### src/pkg/exc_status_pkg.sv
// Purpose: Shared constants, codes and carriers for the exception vector status block
// Assumes: One core clock, synchronous active-high reset, APB register access
// Notes:   Priorities are 3 bits, lower value wins; zero base mask means no masking
package exc_status_pkg;

  localparam int          NUM_IRQ           = 30;
  localparam int          NUM_CODES         = 46;
  localparam int          PRIO_W            = 3;
  localparam int          CODE_W            = 6;
  localparam int          EFF_W             = 4;

  localparam logic [11:0] ADDR_INT_CTRL     = 12'h000;
  localparam logic [11:0] ADDR_LOOKUP_SEL   = 12'h004;
  localparam logic [11:0] ADDR_LOOKUP_RES   = 12'h008;
  localparam logic [11:0] ADDR_MASK_VIEW    = 12'h00c;

  localparam int          PEND_LSB          = 12;
  localparam int          PEND_MSB          = 17;
  localparam int          RETURN_TO_BASE_FLAG_BIT       = 11;
  localparam int          ACT_LSB           = 0;
  localparam int          ACT_MSB           = 5;
  localparam int          LK_REPORTED_BIT   = 0;
  localparam int          LK_SYSTEM_BIT     = 1;
  localparam int          LK_PERIPH_BIT     = 2;
  localparam int          LK_DEBUG_BIT      = 3;
  localparam int          LK_IDX_LSB        = 4;
  localparam int          LK_IDX_MSB        = 8;
  localparam int          MV_BASE_LSB       = 0;
  localparam int          MV_BASE_MSB       = 2;
  localparam int          MV_FAULT_BIT      = 4;
  localparam int          MV_GENERAL_BIT    = 5;
  localparam int          MV_PRIO_LSB       = 8;
  localparam int          MV_PRIO_MSB       = 11;

  localparam logic [5:0]  CODE_NONE         = 6'h00;
  localparam logic [5:0]  CODE_NMI          = 6'h02;
  localparam logic [5:0]  CODE_HARD         = 6'h03;
  localparam logic [5:0]  CODE_MEM          = 6'h04;
  localparam logic [5:0]  CODE_USAGE        = 6'h06;
  localparam logic [5:0]  CODE_SVC          = 6'h0b;
  localparam logic [5:0]  CODE_DEBUG        = 6'h0c;
  localparam logic [5:0]  CODE_PENDABLE_SERVICE_CALL       = 6'h0e;
  localparam logic [5:0]  CODE_SYSTEM_TICK_EXCEPTION      = 6'h0f;
  localparam logic [5:0]  CODE_IRQ_BASE     = 6'h10;
  localparam logic [5:0]  CODE_IRQ_LAST     = 6'h2d;

  localparam logic [3:0]  EFF_NMI           = 4'h0;
  localparam logic [3:0]  EFF_HARD          = 4'h1;
  localparam logic [3:0]  EFF_OFFSET        = 4'h2;
  localparam logic [3:0]  EFF_IDLE          = 4'hf;
  localparam logic [5:0]  RESET_CODE        = 6'h00;

  typedef enum logic [2:0] {
    CLASS_RESERVED, CLASS_DEBUG, CLASS_FIXED, CLASS_FAULT, CLASS_SYSTEM, CLASS_PERIPH
  } exc_class_type;

  typedef struct packed {
    logic [NUM_IRQ-1:0]             irqPending;
    logic [NUM_IRQ-1:0]             irqEnable;
    logic [NUM_IRQ-1:0][PRIO_W-1:0] irqPriority;
    logic [15:0]                    sysPending;
    logic [15:0]                    sysEnable;
    logic [15:0][PRIO_W-1:0]        sysPriority;
    logic [NUM_CODES-1:0]           activeSet;
    logic [PRIO_W-1:0]              basePriorityMask;
    logic                           faultDisableMask;
    logic                           generalPriorityMask;
    logic [CODE_W-1:0]              handlerNumber;
  } core_state_type;

  typedef struct packed {
    logic [CODE_W-1:0] pendingVector;
    logic              returnToBase;
    logic [CODE_W-1:0] activeVector;
  } vector_status_type;

  function automatic exc_class_type excClass(input logic [5:0] code);
    exc_class_type c;
    c = CLASS_RESERVED;
    if (code == CODE_NMI || code == CODE_HARD) begin
      c = CLASS_FIXED;
    end else if (code >= CODE_MEM && code <= CODE_USAGE) begin
      c = CLASS_FAULT;
    end else if (code == CODE_SVC || code == CODE_PENDABLE_SERVICE_CALL || code == CODE_SYSTEM_TICK_EXCEPTION) begin
      c = CLASS_SYSTEM;
    end else if (code == CODE_DEBUG) begin
      c = CLASS_DEBUG;
    end else if (code >= CODE_IRQ_BASE && code <= CODE_IRQ_LAST) begin
      c = CLASS_PERIPH;
    end
    return c;
  endfunction : excClass

endpackage : exc_status_pkg

### src/rtl/exc_active_tracker.sv
// Purpose: Decides whether preempted active exceptions remain
// Assumes: activeSet marks every active exception by number
// Notes:   NMI and faults are left out of the count
`timescale 1ns/1ps
module exc_active_tracker
  import exc_status_pkg::*;
(
  input  wire logic [NUM_CODES-1:0] activeSet,
  input  wire logic [CODE_W-1:0]    handlerNumber,
  output logic                      returnToBase
);

  logic [NUM_CODES-1:0] counted;

  genvar g;
  generate
    for (g = 0; g < NUM_CODES; g++) begin : g_count
      exc_class_type cls;
      assign cls        = excClass(CODE_W'(g));
      assign counted[g] = activeSet[g] & (cls == CLASS_SYSTEM || cls == CLASS_PERIPH);
    end
  endgenerate

  always_comb begin
    logic [CODE_W-1:0] n;
    n = '0;
    for (int i = 0; i < NUM_CODES; i++) begin
      n = n + CODE_W'(counted[i]);
    end
    // Thread mode has nothing active, so the flag reads as the idle value
    returnToBase = (handlerNumber == CODE_NONE) || (n <= CODE_W'(1));
  end

endmodule : exc_active_tracker

### src/rtl/exc_priority_resolver.sv
// Purpose: Picks the highest-priority pending enabled exception
// Assumes: Inputs from core logic on the same clock
// Notes:   Purely combinational; ties go to the lower exception number
`timescale 1ns/1ps
module exc_priority_resolver
  import exc_status_pkg::*;
(
  input  wire core_state_type   coreState,
  output logic [CODE_W-1:0]     winCode,
  output logic [EFF_W-1:0]      winPriority
);

  always_comb begin
    logic [EFF_W-1:0] eff;
    logic             req;
    exc_class_type    cls;
    eff         = EFF_IDLE;
    req         = 1'b0;
    cls         = CLASS_RESERVED;
    winCode     = CODE_NONE;
    winPriority = EFF_IDLE;
    for (int i = 0; i < NUM_CODES; i++) begin
      eff = EFF_IDLE;
      req = 1'b0;
      cls = excClass(CODE_W'(i));
      unique case (cls)
        CLASS_FIXED: begin
          req = coreState.sysPending[i];
          eff = (CODE_W'(i) == CODE_NMI) ? EFF_NMI : EFF_HARD;
        end
        CLASS_FAULT, CLASS_SYSTEM: begin
          req = coreState.sysPending[i] & coreState.sysEnable[i];
          eff = {1'b0, coreState.sysPriority[i]} + EFF_OFFSET;
        end
        CLASS_PERIPH: begin
          req = coreState.irqPending[i-16] & coreState.irqEnable[i-16];
          eff = {1'b0, coreState.irqPriority[i-16]} + EFF_OFFSET;
        end
        CLASS_RESERVED, CLASS_DEBUG: begin
          req = 1'b0;
        end
      endcase
      // Fault mask leaves only NMI; the general mask is deliberately not consulted
      if (coreState.faultDisableMask && eff != EFF_NMI) begin
        req = 1'b0;
      end
      if (coreState.basePriorityMask != '0 && eff >= ({1'b0, coreState.basePriorityMask} + EFF_OFFSET)) begin
        req = 1'b0;
      end
      if (req && eff < winPriority) begin
        winPriority = eff;
        winCode     = CODE_W'(i);
      end
    end
  end

endmodule : exc_priority_resolver

### src/rtl/exception_vector_status.sv
// Purpose: APB view of the exception vector status fields of the core
// Assumes: coreState comes from core logic on clk_sys, so no synchroniser is used
// Notes:   Status is re-sampled every cycle; reads are zero-wait
//
// What this block does
// - Bits 17:12 give the highest-priority pending enabled exception number.
// - Pending field honours base priority and fault masks, ignores general mask.
// - Pending field reads zero when nothing is pending.
// - System exceptions use codes 2,3,4,5,6,11,14,15.
// - Codes 1, 7-10, 13, 46-63 never reported; 12 is debug-reserved.
// - Peripheral interrupts 0-29 map to codes 16-45 in order.
// - Bit 11 reads 0 if preempted exceptions remain, else 1.
// - Return flag excludes NMI and faults, meaningful only inside a handler.
// - Bits 5:0 hold the active exception number, same encoding.
// - Active field zero means Thread mode.
// - Active field equals the handler number of program status one clock earlier.
// - Bits 10:6 read zero; software preserves them on read-modify-write.
// - The three fields are read-only and reset to zero.
//
// Decided for this implementation: the register addresses and the APB slave port.
`timescale 1ns/1ps
module exception_vector_status
  import exc_status_pkg::*;
(
  input  wire logic              clk_sys,
  input  wire logic              srst,
  input  wire logic              psel,
  input  wire logic              penable,
  input  wire logic              pwrite,
  input  wire logic [11:0]       paddr,
  input  wire logic [31:0]       pwdata,
  input  wire logic [3:0]        pstrb,
  output logic [31:0]            prdata,
  output logic                   pready,
  output logic                   pslverr,
  input  wire core_state_type    coreState,
  output vector_status_type      vectorStatus
);

  logic [CODE_W-1:0]  resolvedCode;
  logic [EFF_W-1:0]   resolvedPriority;
  logic               trackedReturn;

  logic [CODE_W-1:0]  pendingVectorField;
  logic               returnToBaseFlag;
  logic [CODE_W-1:0]  activeVectorField;
  logic [EFF_W-1:0]   pendingPriority;

  logic [CODE_W-1:0]  lookupSelect;
  logic [31:0]        lookupResult;
  logic [31:0]        maskView;
  logic [31:0]        controlStateWord;

  logic               accessPhase;
  logic               writeAccess;
  logic               readAccess;
  logic               addrMapped;
  logic               addrWritable;
  logic [31:0]        next_prdata;

  exc_priority_resolver u_resolver (
    .coreState   (coreState),
    .winCode     (resolvedCode),
    .winPriority (resolvedPriority)
  );

  exc_active_tracker u_tracker (
    .activeSet     (coreState.activeSet),
    .handlerNumber (coreState.handlerNumber),
    .returnToBase  (trackedReturn)
  );

  // Status capture: one flop stage so the read mux sees a stable word

  always_ff @(posedge clk_sys) begin
    if (srst) begin
      pendingVectorField <= RESET_CODE;
    end else begin
      // Resolver returns zero when no candidate survives masking
      pendingVectorField <= resolvedCode;
    end
  end

  always_ff @(posedge clk_sys) begin
    if (srst) begin
      pendingPriority <= EFF_IDLE;
    end else if (resolvedCode == CODE_NONE) begin
      pendingPriority <= EFF_IDLE;
    end else begin
      pendingPriority <= resolvedPriority;
    end
  end

  always_ff @(posedge clk_sys) begin
    if (srst) begin
      // Reset value zero, although the flag's idle meaning is one
      returnToBaseFlag <= 1'b0;
    end else begin
      returnToBaseFlag <= trackedReturn;
    end
  end

  always_ff @(posedge clk_sys) begin
    if (srst) begin
      activeVectorField <= RESET_CODE;
    end else begin
      // Copied straight from program status; zero there is Thread mode
      activeVectorField <= coreState.handlerNumber;
    end
  end

  assign vectorStatus.pendingVector = pendingVectorField;
  assign vectorStatus.returnToBase  = returnToBaseFlag;
  assign vectorStatus.activeVector  = activeVectorField;

  // Register word assembly

  always_comb begin
    controlStateWord = '0;
    controlStateWord[PEND_MSB:PEND_LSB] = pendingVectorField;
    controlStateWord[RETURN_TO_BASE_FLAG_BIT]       = returnToBaseFlag;
    controlStateWord[ACT_MSB:ACT_LSB]   = activeVectorField;
  end

  always_comb begin
    exc_class_type cls;
    logic [CODE_W-1:0] idx;
    cls = excClass(lookupSelect);
    idx = lookupSelect - CODE_IRQ_BASE;
    lookupResult = '0;
    // Reserved codes flag nothing, so software can see they are never reported
    lookupResult[LK_REPORTED_BIT] = (cls != CLASS_RESERVED) && (cls != CLASS_DEBUG);
    lookupResult[LK_SYSTEM_BIT]   = (cls == CLASS_FIXED) || (cls == CLASS_FAULT) || (cls == CLASS_SYSTEM);
    lookupResult[LK_DEBUG_BIT]    = (cls == CLASS_DEBUG);
    lookupResult[LK_PERIPH_BIT]   = (cls == CLASS_PERIPH);
    if (cls == CLASS_PERIPH) begin
      lookupResult[LK_IDX_MSB:LK_IDX_LSB] = idx[4:0];
    end
  end

  always_comb begin
    maskView = '0;
    maskView[MV_BASE_MSB:MV_BASE_LSB] = coreState.basePriorityMask;
    maskView[MV_FAULT_BIT]            = coreState.faultDisableMask;
    maskView[MV_GENERAL_BIT]          = coreState.generalPriorityMask;
    maskView[MV_PRIO_MSB:MV_PRIO_LSB] = pendingPriority;
  end

  // APB slave: zero wait states, error only for unmapped addresses

  assign accessPhase = psel & penable;
  assign writeAccess = accessPhase & pwrite;
  assign readAccess  = accessPhase & ~pwrite;
  assign pready      = 1'b1;

  always_comb begin
    addrMapped   = 1'b0;
    addrWritable = 1'b0;
    unique case (paddr)
      ADDR_INT_CTRL: begin
        addrMapped = 1'b1;
      end
      ADDR_LOOKUP_SEL: begin
        addrMapped   = 1'b1;
        addrWritable = 1'b1;
      end
      ADDR_LOOKUP_RES: begin
        addrMapped = 1'b1;
      end
      ADDR_MASK_VIEW: begin
        addrMapped = 1'b1;
      end
      default: begin
        addrMapped = 1'b0;
      end
    endcase
  end

  // Writes to read-only words complete without error and change nothing
  assign pslverr = accessPhase & ~addrMapped;

  always_ff @(posedge clk_sys) begin
    if (srst) begin
      lookupSelect <= RESET_CODE;
    end else if (writeAccess && addrWritable && pstrb[0]) begin
      lookupSelect <= pwdata[CODE_W-1:0];
    end
  end

  always_comb begin
    next_prdata = '0;
    unique case (paddr)
      ADDR_INT_CTRL: begin
        next_prdata = controlStateWord;
      end
      ADDR_LOOKUP_SEL: begin
        next_prdata = {26'h0000000, lookupSelect};
      end
      ADDR_LOOKUP_RES: begin
        next_prdata = lookupResult;
      end
      ADDR_MASK_VIEW: begin
        next_prdata = maskView;
      end
      default: begin
        next_prdata = '0;
      end
    endcase
  end

  // Read data is driven during the access phase so the master samples it at pready
  always_comb begin
    if (readAccess) begin
      prdata = next_prdata;
    end else begin
      prdata = '0;
    end
  end

endmodule : exception_vector_status

### config.mk
export PLATFORM = sky130hd
export DESIGN_NAME = exception_vector_status
export DESIGN_NICKNAME = d
export VERILOG_FILES = /design/src/pkg/exc_status_pkg.sv /design/src/rtl/exc_active_tracker.sv /design/src/rtl/exc_priority_resolver.sv /design/src/rtl/exception_vector_status.sv
export SDC_FILE = /design/constraint.sdc
export NUM_CORES = 1
export LEC_CHECK = 0
export BUFFER_PORTS_ARGS = -buffer_cell sky130_fd_sc_hd__buf_2
export CAP_MARGIN = 20
export CORE_MARGIN = 10
export CORE_UTILIZATION = 50
export CTS_CLUSTER_SIZE = 14
export DETAILED_ROUTE_END_ITERATION = 10
export PLACE_DENSITY = 0.77
export SLEW_MARGIN = 20
export SYNTH_ARGS = -nofsm -noshare
export SYNTH_HDL_FRONTEND = slang
export SYNTH_SLANG_ARGS = --single-unit
### constraint.sdc
create_clock -name clk_sys -period 164.6 [get_ports clk_sys]
set_input_delay 16.46 -clock clk_sys [delete_from_list [all_inputs] [get_ports clk_sys]]
set_output_delay 16.46 -clock clk_sys [all_outputs]
set_load 0.005 [all_outputs]
; Word-level counts from Yosys, hierarchy flattened
; Cells that the tools add are included.
[totals]
ff_bits = 23
elab_cells = 538
[op_classes]
add_sub_neg = 70
n_lt_le_gt_ge = 80
eq_ne = 15
mux = 161
bitwise_logic = 42
reduce_logical = 165
[ops]
columns = op, n
row1 = $mux 6, 36
row2 = $add 6x1->6, 30
row3 = $mux 4, 38
row4 = $add 3x2->4 const B, 37
row5 = $ge 4x4->1, 36
row6 = $lt 4x4->1, 36
row7 = $reduce_bool 4->1, 36
row8 = $logic_and 1x1->1, 116
row9 = $mux 1, 77
row10 = $pmux 18 s4, 1
row11 = $and 1x1->1, 40
row12 = $mux 32, 1
row13 = $eq 12x4->1 const B, 2
row14 = $eq 6x4->1 const B, 4
row15 = $mux 3, 5
row16 = $eq 12x3->1 const B, 1
row17 = $eq 6x2->1 const B, 2
row18 = $logic_not 12->1, 1
row19 = $logic_not 6->1, 2
row20 = $ge 1x4->1 const A, 2
row21 = $eq 3x2->1 const B, 2
row22 = $eq 3x3->1 const B, 2
row23 = $ge 6x3->1 const B, 1
row24 = $ge 6x5->1 const B, 1
row25 = other kinds (16), 24

; Depth between registers and ports, before layout
; Gate-level depths: netlist of the first run.
[logic_depth]
ltp_word = 118
ltp_mapped = 315
mapped_depth_nobuf = 307

; Hierarchy
; From an unflattened synthesis of the first run, not the netlist that was laid out.
[hier_totals]
cells_unflattened = 2001
hier_area_um2 = 15090.7
[by_module_without_submodules]
columns = mod, n_inst, cells_each, area_per_inst_um2, seq_area_each_um2
row1 = exc_priority_resolver, 1, 1773, 12988.7, 0.0
row2 = exception_vector_status, 1, 153, 1313.8, 460.4
row3 = exc_active_tracker, 1, 75, 788.3, 0.0

; Least setup slack after synthesis of the first run
; OpenSTA, ideal clock, no wires.
[synth_path]
path_kind = input to register
from = input coreState[9] (netlist name)
to = register pendingPriority[1]
setup_ps = 135
arrival_ps = 66706
required_time_ps = 164465
slack_ps = 97758
cell_stages = 291
n_path_buf = 7
path_cell_list = inv_1 -> ha_1 -> inv_1 -> ha_1 -> o21ai_0 -> o21ai_1 -> o211a_2 -> nor2_1 -> a21oi_1 -> ha_1 -> and2_1 -> a2111oi_4 -> o211ai_1 -> a211oi_2 -> a21o_1 -> a21oi_1 -> ha_1 -> nand3b_1 -> [255 not listed] -> a21o_1 -> ha_1 -> nand2_1 -> nand4b_1 -> a21oi_1 -> o21ai_0 -> or3_1 -> o31a_1 -> buf_2 -> mux2_4 -> ha_1 -> a221oi_1 -> o21ai_0 -> a31oi_1 -> a21oi_1 -> buf_2 -> a31oi_1 -> o211ai_1
[synth_between]
elab_chain_len = 118
elab_cells_between_ends = 268
cone_classes = add/sub (1) / order compare (75) / mux (114) / reduce/logical (78)
[synth_lines]
columns = item, line_no
row1 = start: declaration, exception_vector_status.sv:36  ; input wire core_state_type coreState,
row2 = $add 3x2->4, -
row3 = $ge 1x4->1, exc_priority_resolver.sv:47  ; if (coreState.basePriorityMask != '0 && eff >= ({1'b0, coreState.basePriorityMask} + EFF_OFFSET)) begin
row4 = $logic_and 1x1->1, exc_priority_resolver.sv:47
row5 = $mux 1, exc_priority_resolver.sv:47
row6 = $mux 4, exc_priority_resolver.sv:50  ; if (req && eff < winPriority) begin
row7 = $lt 1x4->1, exc_priority_resolver.sv:50
row8 = $logic_and 1x1->1, exc_priority_resolver.sv:50
row9 = $mux 4, exc_priority_resolver.sv:50
row10 = [102 not listed], -
row11 = $lt 4x4->1, exc_priority_resolver.sv:50
row12 = $logic_and 1x1->1, exc_priority_resolver.sv:50
row13 = $mux 4, exc_priority_resolver.sv:50
row14 = $lt 4x4->1, exc_priority_resolver.sv:50
row15 = $logic_and 1x1->1, exc_priority_resolver.sv:50
row16 = $mux 6, exc_priority_resolver.sv:50
row17 = $logic_not 6->1, exception_vector_status.sv:87  ; end else if (resolvedCode == CODE_NONE) begin
row18 = $reduce_or 2->1 (no line), -
row19 = end signal: assignment, exception_vector_status.sv:90  ; pendingPriority <= resolvedPriority;
row20 = end: declaration, exception_vector_status.sv:47  ; logic [EFF_W-1:0] pendingPriority;
; Several ways; a longest one is shown, not always the timed one.
; A chain may end at the register's enable or synchronous reset.

; Worst setup path in the final report of the first run
; Same ends and word-level chain as after synthesis.

==> summary.txt, run 1 <==
Final layout
  – Fraction of layout cells with a size suffix above 1: 18.7%
  – Post-layout net count: 2850
  – Area Growth Syn to Fin: 12.4%
  – Post-Layout Inst Area: 16100 sq um

Placement
  – Pre-CTS WS: 88280 ps
  – GPL Wtd Cong: 0.960
  – PortBufs: 281
  – Area of placed instances: 16100 sq um
  – Detail Placement HPWL: 38300 um

Setup path
  – Crit Path Class: input pin to flip-flop
  – Slowest CP cell: or4_1
  – Crit. End Element: flip-flop
  – Critical Path Source Type: input pin
  – Slowest stage delay, CP: 670 ps
  – CP delay by family, top: compound AO/OA/AOI/OAI gates
  – Buf/Inv on CP: 25
  – Most common cell on crit path: o21ai_0
  – Req. time, crit path: 164710 ps
  – Arr. time, crit path: 77390 ps
  – Worst Path Max Fanout: 22

Clock network
  – CTS tree: yes
  – Post-cts sizing count: 0
  – Worst-skew pair later-pin latency: 250 ps
  – Clock transition at path regs: 60 ps
  – CTS Buf Count: 3
  – Maximum clock path buffer count: 2
  – Clock sink total: 23
  – Hold buffers post-CTS: 0
  – Post-CTS Setup Repair Bufs: 0
  – Number of H-tree levels: 1
  – CTS Root Buffer Type: clkbuf_16

Timing
  – Setup ws final: 87320 ps
  – Setup TNS: 0 ps
  – RSZ-0062 raised after global routing: false
  – Fin. max-slew vios: 0
  – Max Clk Rate: 12.9 MHz
  – Final setup viols: 0
  – Period utilisation layout: 47.0%
  – Final Hold Vio Count: 0
  – Max_slew headroom: 34.1%
  – Clock Skew: 0 ps
  – Tmin final: 77280 ps
  – Worst-Margin Slew: 987 ps

Power and ir drop
  – Net Sw Frac: 55.5%
  – Cell Int Power: 0.0000765 W
  – Combinational share of power: 92.7%
  – Flop pwr share: 4.3%
  – Power per cell area: 10.6 nW/um^2
  – Leak: 8.19 nW
  – VDD IR-drop max: 6.60 uV
  – Net Sw Power: 0.0000953 W
  – Clock Power Share: 3.0%

Floorplan
  – # IOs: 387
  – Initial Utilization: 51.1%
  – Die Span Y: 189 um
  – Rows: 61
  – Die span in x: 189 um
  – Total Die Area: 35900 sq um
  – Core area: 28100 sq um

GRT
  – Initial antenna violation count: 6
  – Largest net degree at the start of global routing: 40
  – GRT Resource Usage Total: 24.2%
  – Number of global-route vias before repair: 15300
  – First-pass GRT wire length: 74800 um
  – Grt ovf: 0

Yosys
  – Post-Syn Area per Cell: 7.32 sq um
  – Post-synth cell types: 123
  – Mapped cell area: 14400 sq um
  – Register bit total from synthesis: 23
  – Post-synth EDFFs: 0
  – Synth warnings: 0
  – Top cell type's share of synthesized area: 23.4%
  – Synth Flop Type: dfxtp_1
  – Share of flip-flops with an asynchronous set or reset: 0%
  – Seq/Total Area, Yosys: 3.21%
  – Cell taking the most area after synthesis: ha_1
  – Area contributors post-synth: ha_1 23%, inv_1 5.5%, a21o_1 4.5%
  – Mapped Cells: 1962

Run status
  – Outcome: finished clean

Detailed routing
  – Post-route ant nets: 0
  – Via count: 16000
  – DR pass1 iterations: 5
  – Drt total wl: 46500 um
  – Wire per inst: 17.9 um
  – Detailed-route DRC error count: 0
  – Detailed-route vias per instance: 6.14
  – Initial DRC Count: 1364

Worst hold path
  – Hold Crit Class: flip-flop to flip-flop

Job
  – Max Cap Viol: 0
[per-stage QoR]
stage                     hold WS (ps)  total power [W]  std cells  util [%]
after floorplan                    547         0.000129       1975         -
after global placement             599         0.000158       2589      57.2
after detailed placement           609         0.000163       2589      57.2
after CTS                          619         0.000170       2593      57.5
after global routing               661         0.000192       2593      57.5
final                              619         0.000172       2596      57.5
[worst paths after layout]
| check | from | end | slack, ps | cells after the start |
|---|---|---|---|---|
| setup / recovery | coreState[9] | pendingPriority[1]$_SDFF_PP1_ | 87320 | 289 |
| hold / removal | lookupSelect[1]$_SDFFE_PP0P_ | lookupSelect[1]$_SDFFE_PP0P_ | 620 | 2 |
| setup reg to reg | lookupSelect[4]$_SDFFE_PP0P_ | lookupSelect[4]$_SDFFE_PP0P_ | 163840 | 2 |
| hold reg to reg | lookupSelect[1]$_SDFFE_PP0P_ | lookupSelect[1]$_SDFFE_PP0P_ | 620 | 2 |
[placed cells by master, fill, tap and decap left out, types with 19 or more instances in the layout]
cell and instances:
nand3_1 60, and2_1 19, fa_1 25, ha_1 269, a31oi_1 35, nand2b_1 55, mux2i_1 40, a211oi_1 38
o21ai_1 20, nor2_1 148, o21ai_0 112, o211ai_1 22, a21oi_1 105, inv_1 209, buf_2 281, a21o_1 87
dfxtp_1 23, nand2_1 158, nor3_1 30, or2_2 27, and3_1 22
[sequential cells by signal (all words and copies together) (netlist names)]
register,cells
activeVectorField,6
lookupSelect,6
pendingVectorField,6
pendingPriority,4
returnToBaseFlag,1
[power groups by stage]
stage	clock [W]	combinational, W	sequential [W]
after global placement	0	0.000151	0.00000751
after global routing	0.00000558	0.000179	0.00000746
after floorplan	0	0.000122	0.00000719
after detailed placement	0	0.000156	0.00000750
after CTS	0.00000527	0.000157	0.00000738
final	0.00000513	0.000159	0.00000738
[area by class of cell]
| cell class | count | area [sq um] |
|---|---|---|
| Multi-Input combinational cell | 1690 | 12900 |
| Clock buffer | 3 | 75.1 |
| Tap cell | 378 | 473 |
| Timing Repair Buffer | 289 | 1470 |
| Inverter | 209 | 785 |
| Sequential cell | 23 | 460 |
| Fill cell | 2648 | 11900 |
| Antenna cell | 3 | 7.51 |
| Clock inverter | 1 | 5.00 |
[worst min-delay path: stages (launching register included)]
cell and delay [ps]:
dfxtp_1 370, mux2i_1 150, nor2_1 50
[cells in the mapped netlist (all sizes together), types with 8 or more instances]
library cell / n
o21a: 19
and2: 23
ha: 269
a31oi: 39
dfxtp: 23
mux2i: 41
fa: 25
inv: 209
a311oi: 9
nor3: 34
nand2b: 55
a211oi: 42
o21ai: 134
nand4: 12
a22oi: 16
o211ai: 25
o31ai: 21
o221ai: 10
a21oi: 112
nor2: 148
a31o: 14
nor2b: 15
mux2: 17
o22ai: 9
buf: 33
o31a: 14
or4: 8
a211o: 13
o211a: 11
or3: 9
o311ai: 9
nand2: 160
clkbuf: 20
nand3: 61
a21o: 87
nor4: 12
and3: 22
or2: 33
[layer usage]
metal	global-route usage, %	vias up	share of wire (%)	wire (um)
li1	-	7823	-	-
met1	30.9	7400	44	20400
met2	41.2	632	46	21500
met3	4.28	90	7.6	3540
met4	5.22	6	2.1	994
met5	0	-	0.090	42
[cells by family (layout without fill, tap and decap cells)]
group / Yosys count / after routing / share of synthesized area, %
AO/OA/AOI/OAI: 687 / 687 / 35.0
AND/OR/NAND/NOR: 620 / 620 / 21.7
adder cells (fa/ha/maj): 301 / 301 / 27.4
buffers and inverters: 262 / 502 / 7.53
multiplexers: 60 / 60 / 4.70
flip-flops: 23 / 23 / 3.21
XOR/XNOR: 7 / 7 / 0.427
other: 2 / 18 / 0.0523
Power figures use the tool's default switching activity.
==> run 2: changes to the inputs <==
- clock period: 164.6 -> 75.6 ns (I/O delays scaled with it)
==> run 2 against run 1 <==
Global-route usage is 0.057 points lower. Worst setup slack worse by 80000 ps. Clock power is 120% higher. Highest routed layer unchanged. Wire length is 0.25% lower. Clock skew stayed put. Sequential share of layout area stayed put. Critical endpoint unchanged. Hold slack better by 0.67 ps. First-iteration DRC count is 2.5% higher. Clock-buffer cell count stayed put. Cell area stayed put. Sequential power is 120% higher. Sequential cell count stayed put.
==> summary.txt, run 2 (synthesis gave the netlist of run 1 again) <==
Setup path
  – Req. time, crit path: 75710 ps (-89000 ps)
  – RR Endpoint: lookupSelect[4]$_SDFFE_PP0P_
  – Slowest stage delay, CP: 670 ps (about the same)
  – CP Depth: 289 (unchanged)
  – Crit. End Element: flip-flop
  – Register-to-register setup slack: 74820 ps (-89020 ps)
  – Launch point of the worst reg-to-reg path: lookupSelect[4]$_SDFFE_PP0P_
  – Most common cell on crit path: o21ai_0
  – Arr. time, crit path: 68340 ps (-9050 ps)
  – Crit Path Class: input pin to flip-flop
  – CP delay by family, top: compound AO/OA/AOI/OAI gates
  – Worst Path Max Fanout: 22 (unchanged)
  – Critical Path Source Type: input pin
  – Slowest CP cell: or4_1
  – Buf/Inv on CP: 25 (unchanged)
  – Reg2Reg Depth: 2 (unchanged)

Final layout
  – Fillers: 2666 (+0.68%)
  – Fraction of layout cells with a size suffix above 1: 18.7% (unchanged)
  – Commonest non-fill, non-tap cell in the layout: buf_2
  – Largest regs: activeVectorField x6, lookupSelect x6, pendingVectorField x6
  – Post-layout net count: 2850 (unchanged)
  – Area Growth Syn to Fin: 12.4% (unchanged)
  – Most frequent cells in the layout: 281 x buf_2, 269 x ha_1, 209 x inv_1

Placement
  – Pre-CTS WS: 8240 ps (-80030 ps)
  – GPL Wtd Cong: 0.956 (-0.47%)
  – PortBufs: 281 (unchanged)
  – Detail Placement HPWL: 38200 um (-0.32%)

Floorplan
  – Die Span Y: 189 um (unchanged)
  – Core area: 28100 sq um (unchanged)
  – # IOs: 387 (unchanged)
  – Die span in x: 189 um (unchanged)
  – Initial Utilization: 51.1% (unchanged)
  – Rows: 61 (unchanged)
  – Total Die Area: 35900 sq um (unchanged)

Detailed routing
  – Via count: 15800 (-0.86%)
  – Drt total wl: 46300 um (-0.25%)
  – Initial DRC Count: 1398 (+2.5%)
  – Wire per inst: 17.9 um (-0.25%)
  – Post-route ant nets: 0 (unchanged)
  – Detailed-route DRC error count: 0 (unchanged)
  – Detailed-route vias per instance: 6.09 (-0.86%)
  – DR pass1 iterations: 6 (+1)

Clock network
  – Clock sink total: 23 (unchanged)
  – Worst-skew pair later-pin latency: 250 ps (about the same)
  – CTS Root Buffer Type: clkbuf_16
  – CTS tree: yes
  – Number of H-tree levels: 1 (unchanged)
  – Clock transition at path regs: 60 ps (about the same)
  – CTS Buf Count: 3 (unchanged)
  – Maximum clock path buffer count: 2 (unchanged)
  – Post-CTS Setup Repair Bufs: 0 (unchanged)
  – Hold buffers post-CTS: 0 (unchanged)
  – Post-cts sizing count: 0 (unchanged)

Worst hold path
  – Hold path cells: 2 (unchanged)
  – Hold Crit Class: flip-flop to flip-flop
  – Hold_sp: lookupSelect[1]$_SDFFE_PP0P_
  – Hold endpoint: lookupSelect[1]$_SDFFE_PP0P_

Timing
  – Setup TNS: 0 ps (unchanged)
  – Final setup viols: 0 (unchanged)
  – Setup ws final: 7370 ps (-79950 ps)
  – Max_slew headroom: 37.1% (+3.0 points)
  – Final Hold Vio Count: 0 (unchanged)
  – Worst-Margin Slew: 942 ps (-44.7 ps)
  – Max Clk Rate: 14.7 MHz
  – Tmin final: 68230 ps
  – RSZ-0062 raised after global routing: false
  – Clock Skew: 0 ps (unchanged)
  – Fin. max-slew vios: 0 (unchanged)
  – Period utilisation layout: 90.3%

GRT
  – Initial antenna violation count: 6 (unchanged)
  – Largest net degree at the start of global routing: 40 (unchanged)
  – GRT Resource Usage Total: 24.1% (-0.057 points)
  – Number of global-route vias before repair: 15300 (-0.17%)
  – Grt ovf: 0 (unchanged)
  – First-pass GRT wire length: 74900 um (about the same)

Job
  – Max Cap Viol: 0 (unchanged)

Power and ir drop
  – VDD IR-drop max: 14.8 uV (+120%)
  – Leak: 8.19 nW (unchanged)
  – Power per cell area: 23.2 nW/um^2 (+120%)

Run status
  – Outcome: finished clean
-- run 2: cell counts in the layout (fill, tap and decap cells not counted) --
Identical to the previous run, type by type.
-- run 2: routing by layer --
metal  up-vias  wire [um]  GRT usage [%]
met5         -         34              0
met4         6        886           5.22
met3        71       3100           3.75
met2       568      21800           41.2
met1      7345      20600           31.1
li1       7824          -              -
-- run 2: cell type report --
type	instances	area [sq um]	area share (%)
Tap cell	378	473	2.93
Clock buffer	3	75.1	0.465
Clock inverter	1	5.00	0.0310
Sequential cell	23	460	2.85
Inverter	209	785	4.86
Antenna cell	3	7.51	0.0465
Multi-Input combinational cell	1690	12900	79.7
Timing Repair Buffer	289	1470	9.08
-- run 2: how the worst max path moves through the flow --
stage / startpoint / slack (ps) / end
floorplan: coreState[9] / 17660 / pendingPriority[1]$_SDFF_PP1_
global placement: coreState[9] / 9390 / pendingPriority[1]$_SDFF_PP1_
detailed placement: coreState[9] / 8240 / pendingPriority[1]$_SDFF_PP1_
CTS: coreState[9] / 8210 / pendingPriority[1]$_SDFF_PP1_
global route: coreState[9] / 1460 / pendingPriority[1]$_SDFF_PP1_
finish: coreState[9] / 7370 / pendingPriority[1]$_SDFF_PP1_
-- run 2: through the flow --
stage	total power (W)	util, %	instance area, sq um	std cells	hold slack (ps)
after floorplan	0.000281	-	14400	1975	547
after global placement	0.000345	57.2	16100	2589	597
after detailed placement	0.000356	57.2	16100	2589	609
after CTS	0.000370	57.5	16100	2593	619
after global routing	0.000418	57.5	16100	2593	664
final	0.000374	57.5	16100	2596	619
-- run 2: report_power, final --
group / internal [W] / switching [W] / total [W]
Sequential: 0.0000146 / 0.00000143 / 0.0000160
Clock: 0.00000710 / 0.00000402 / 0.0000111
Combinational: 0.000145 / 0.000202 / 0.000347
-- run 2: worst register-to-register path: stages (launching register included) --
cell and delay [ps]:
dfxtp_1 480, mux2i_1 120, nor2_1 120
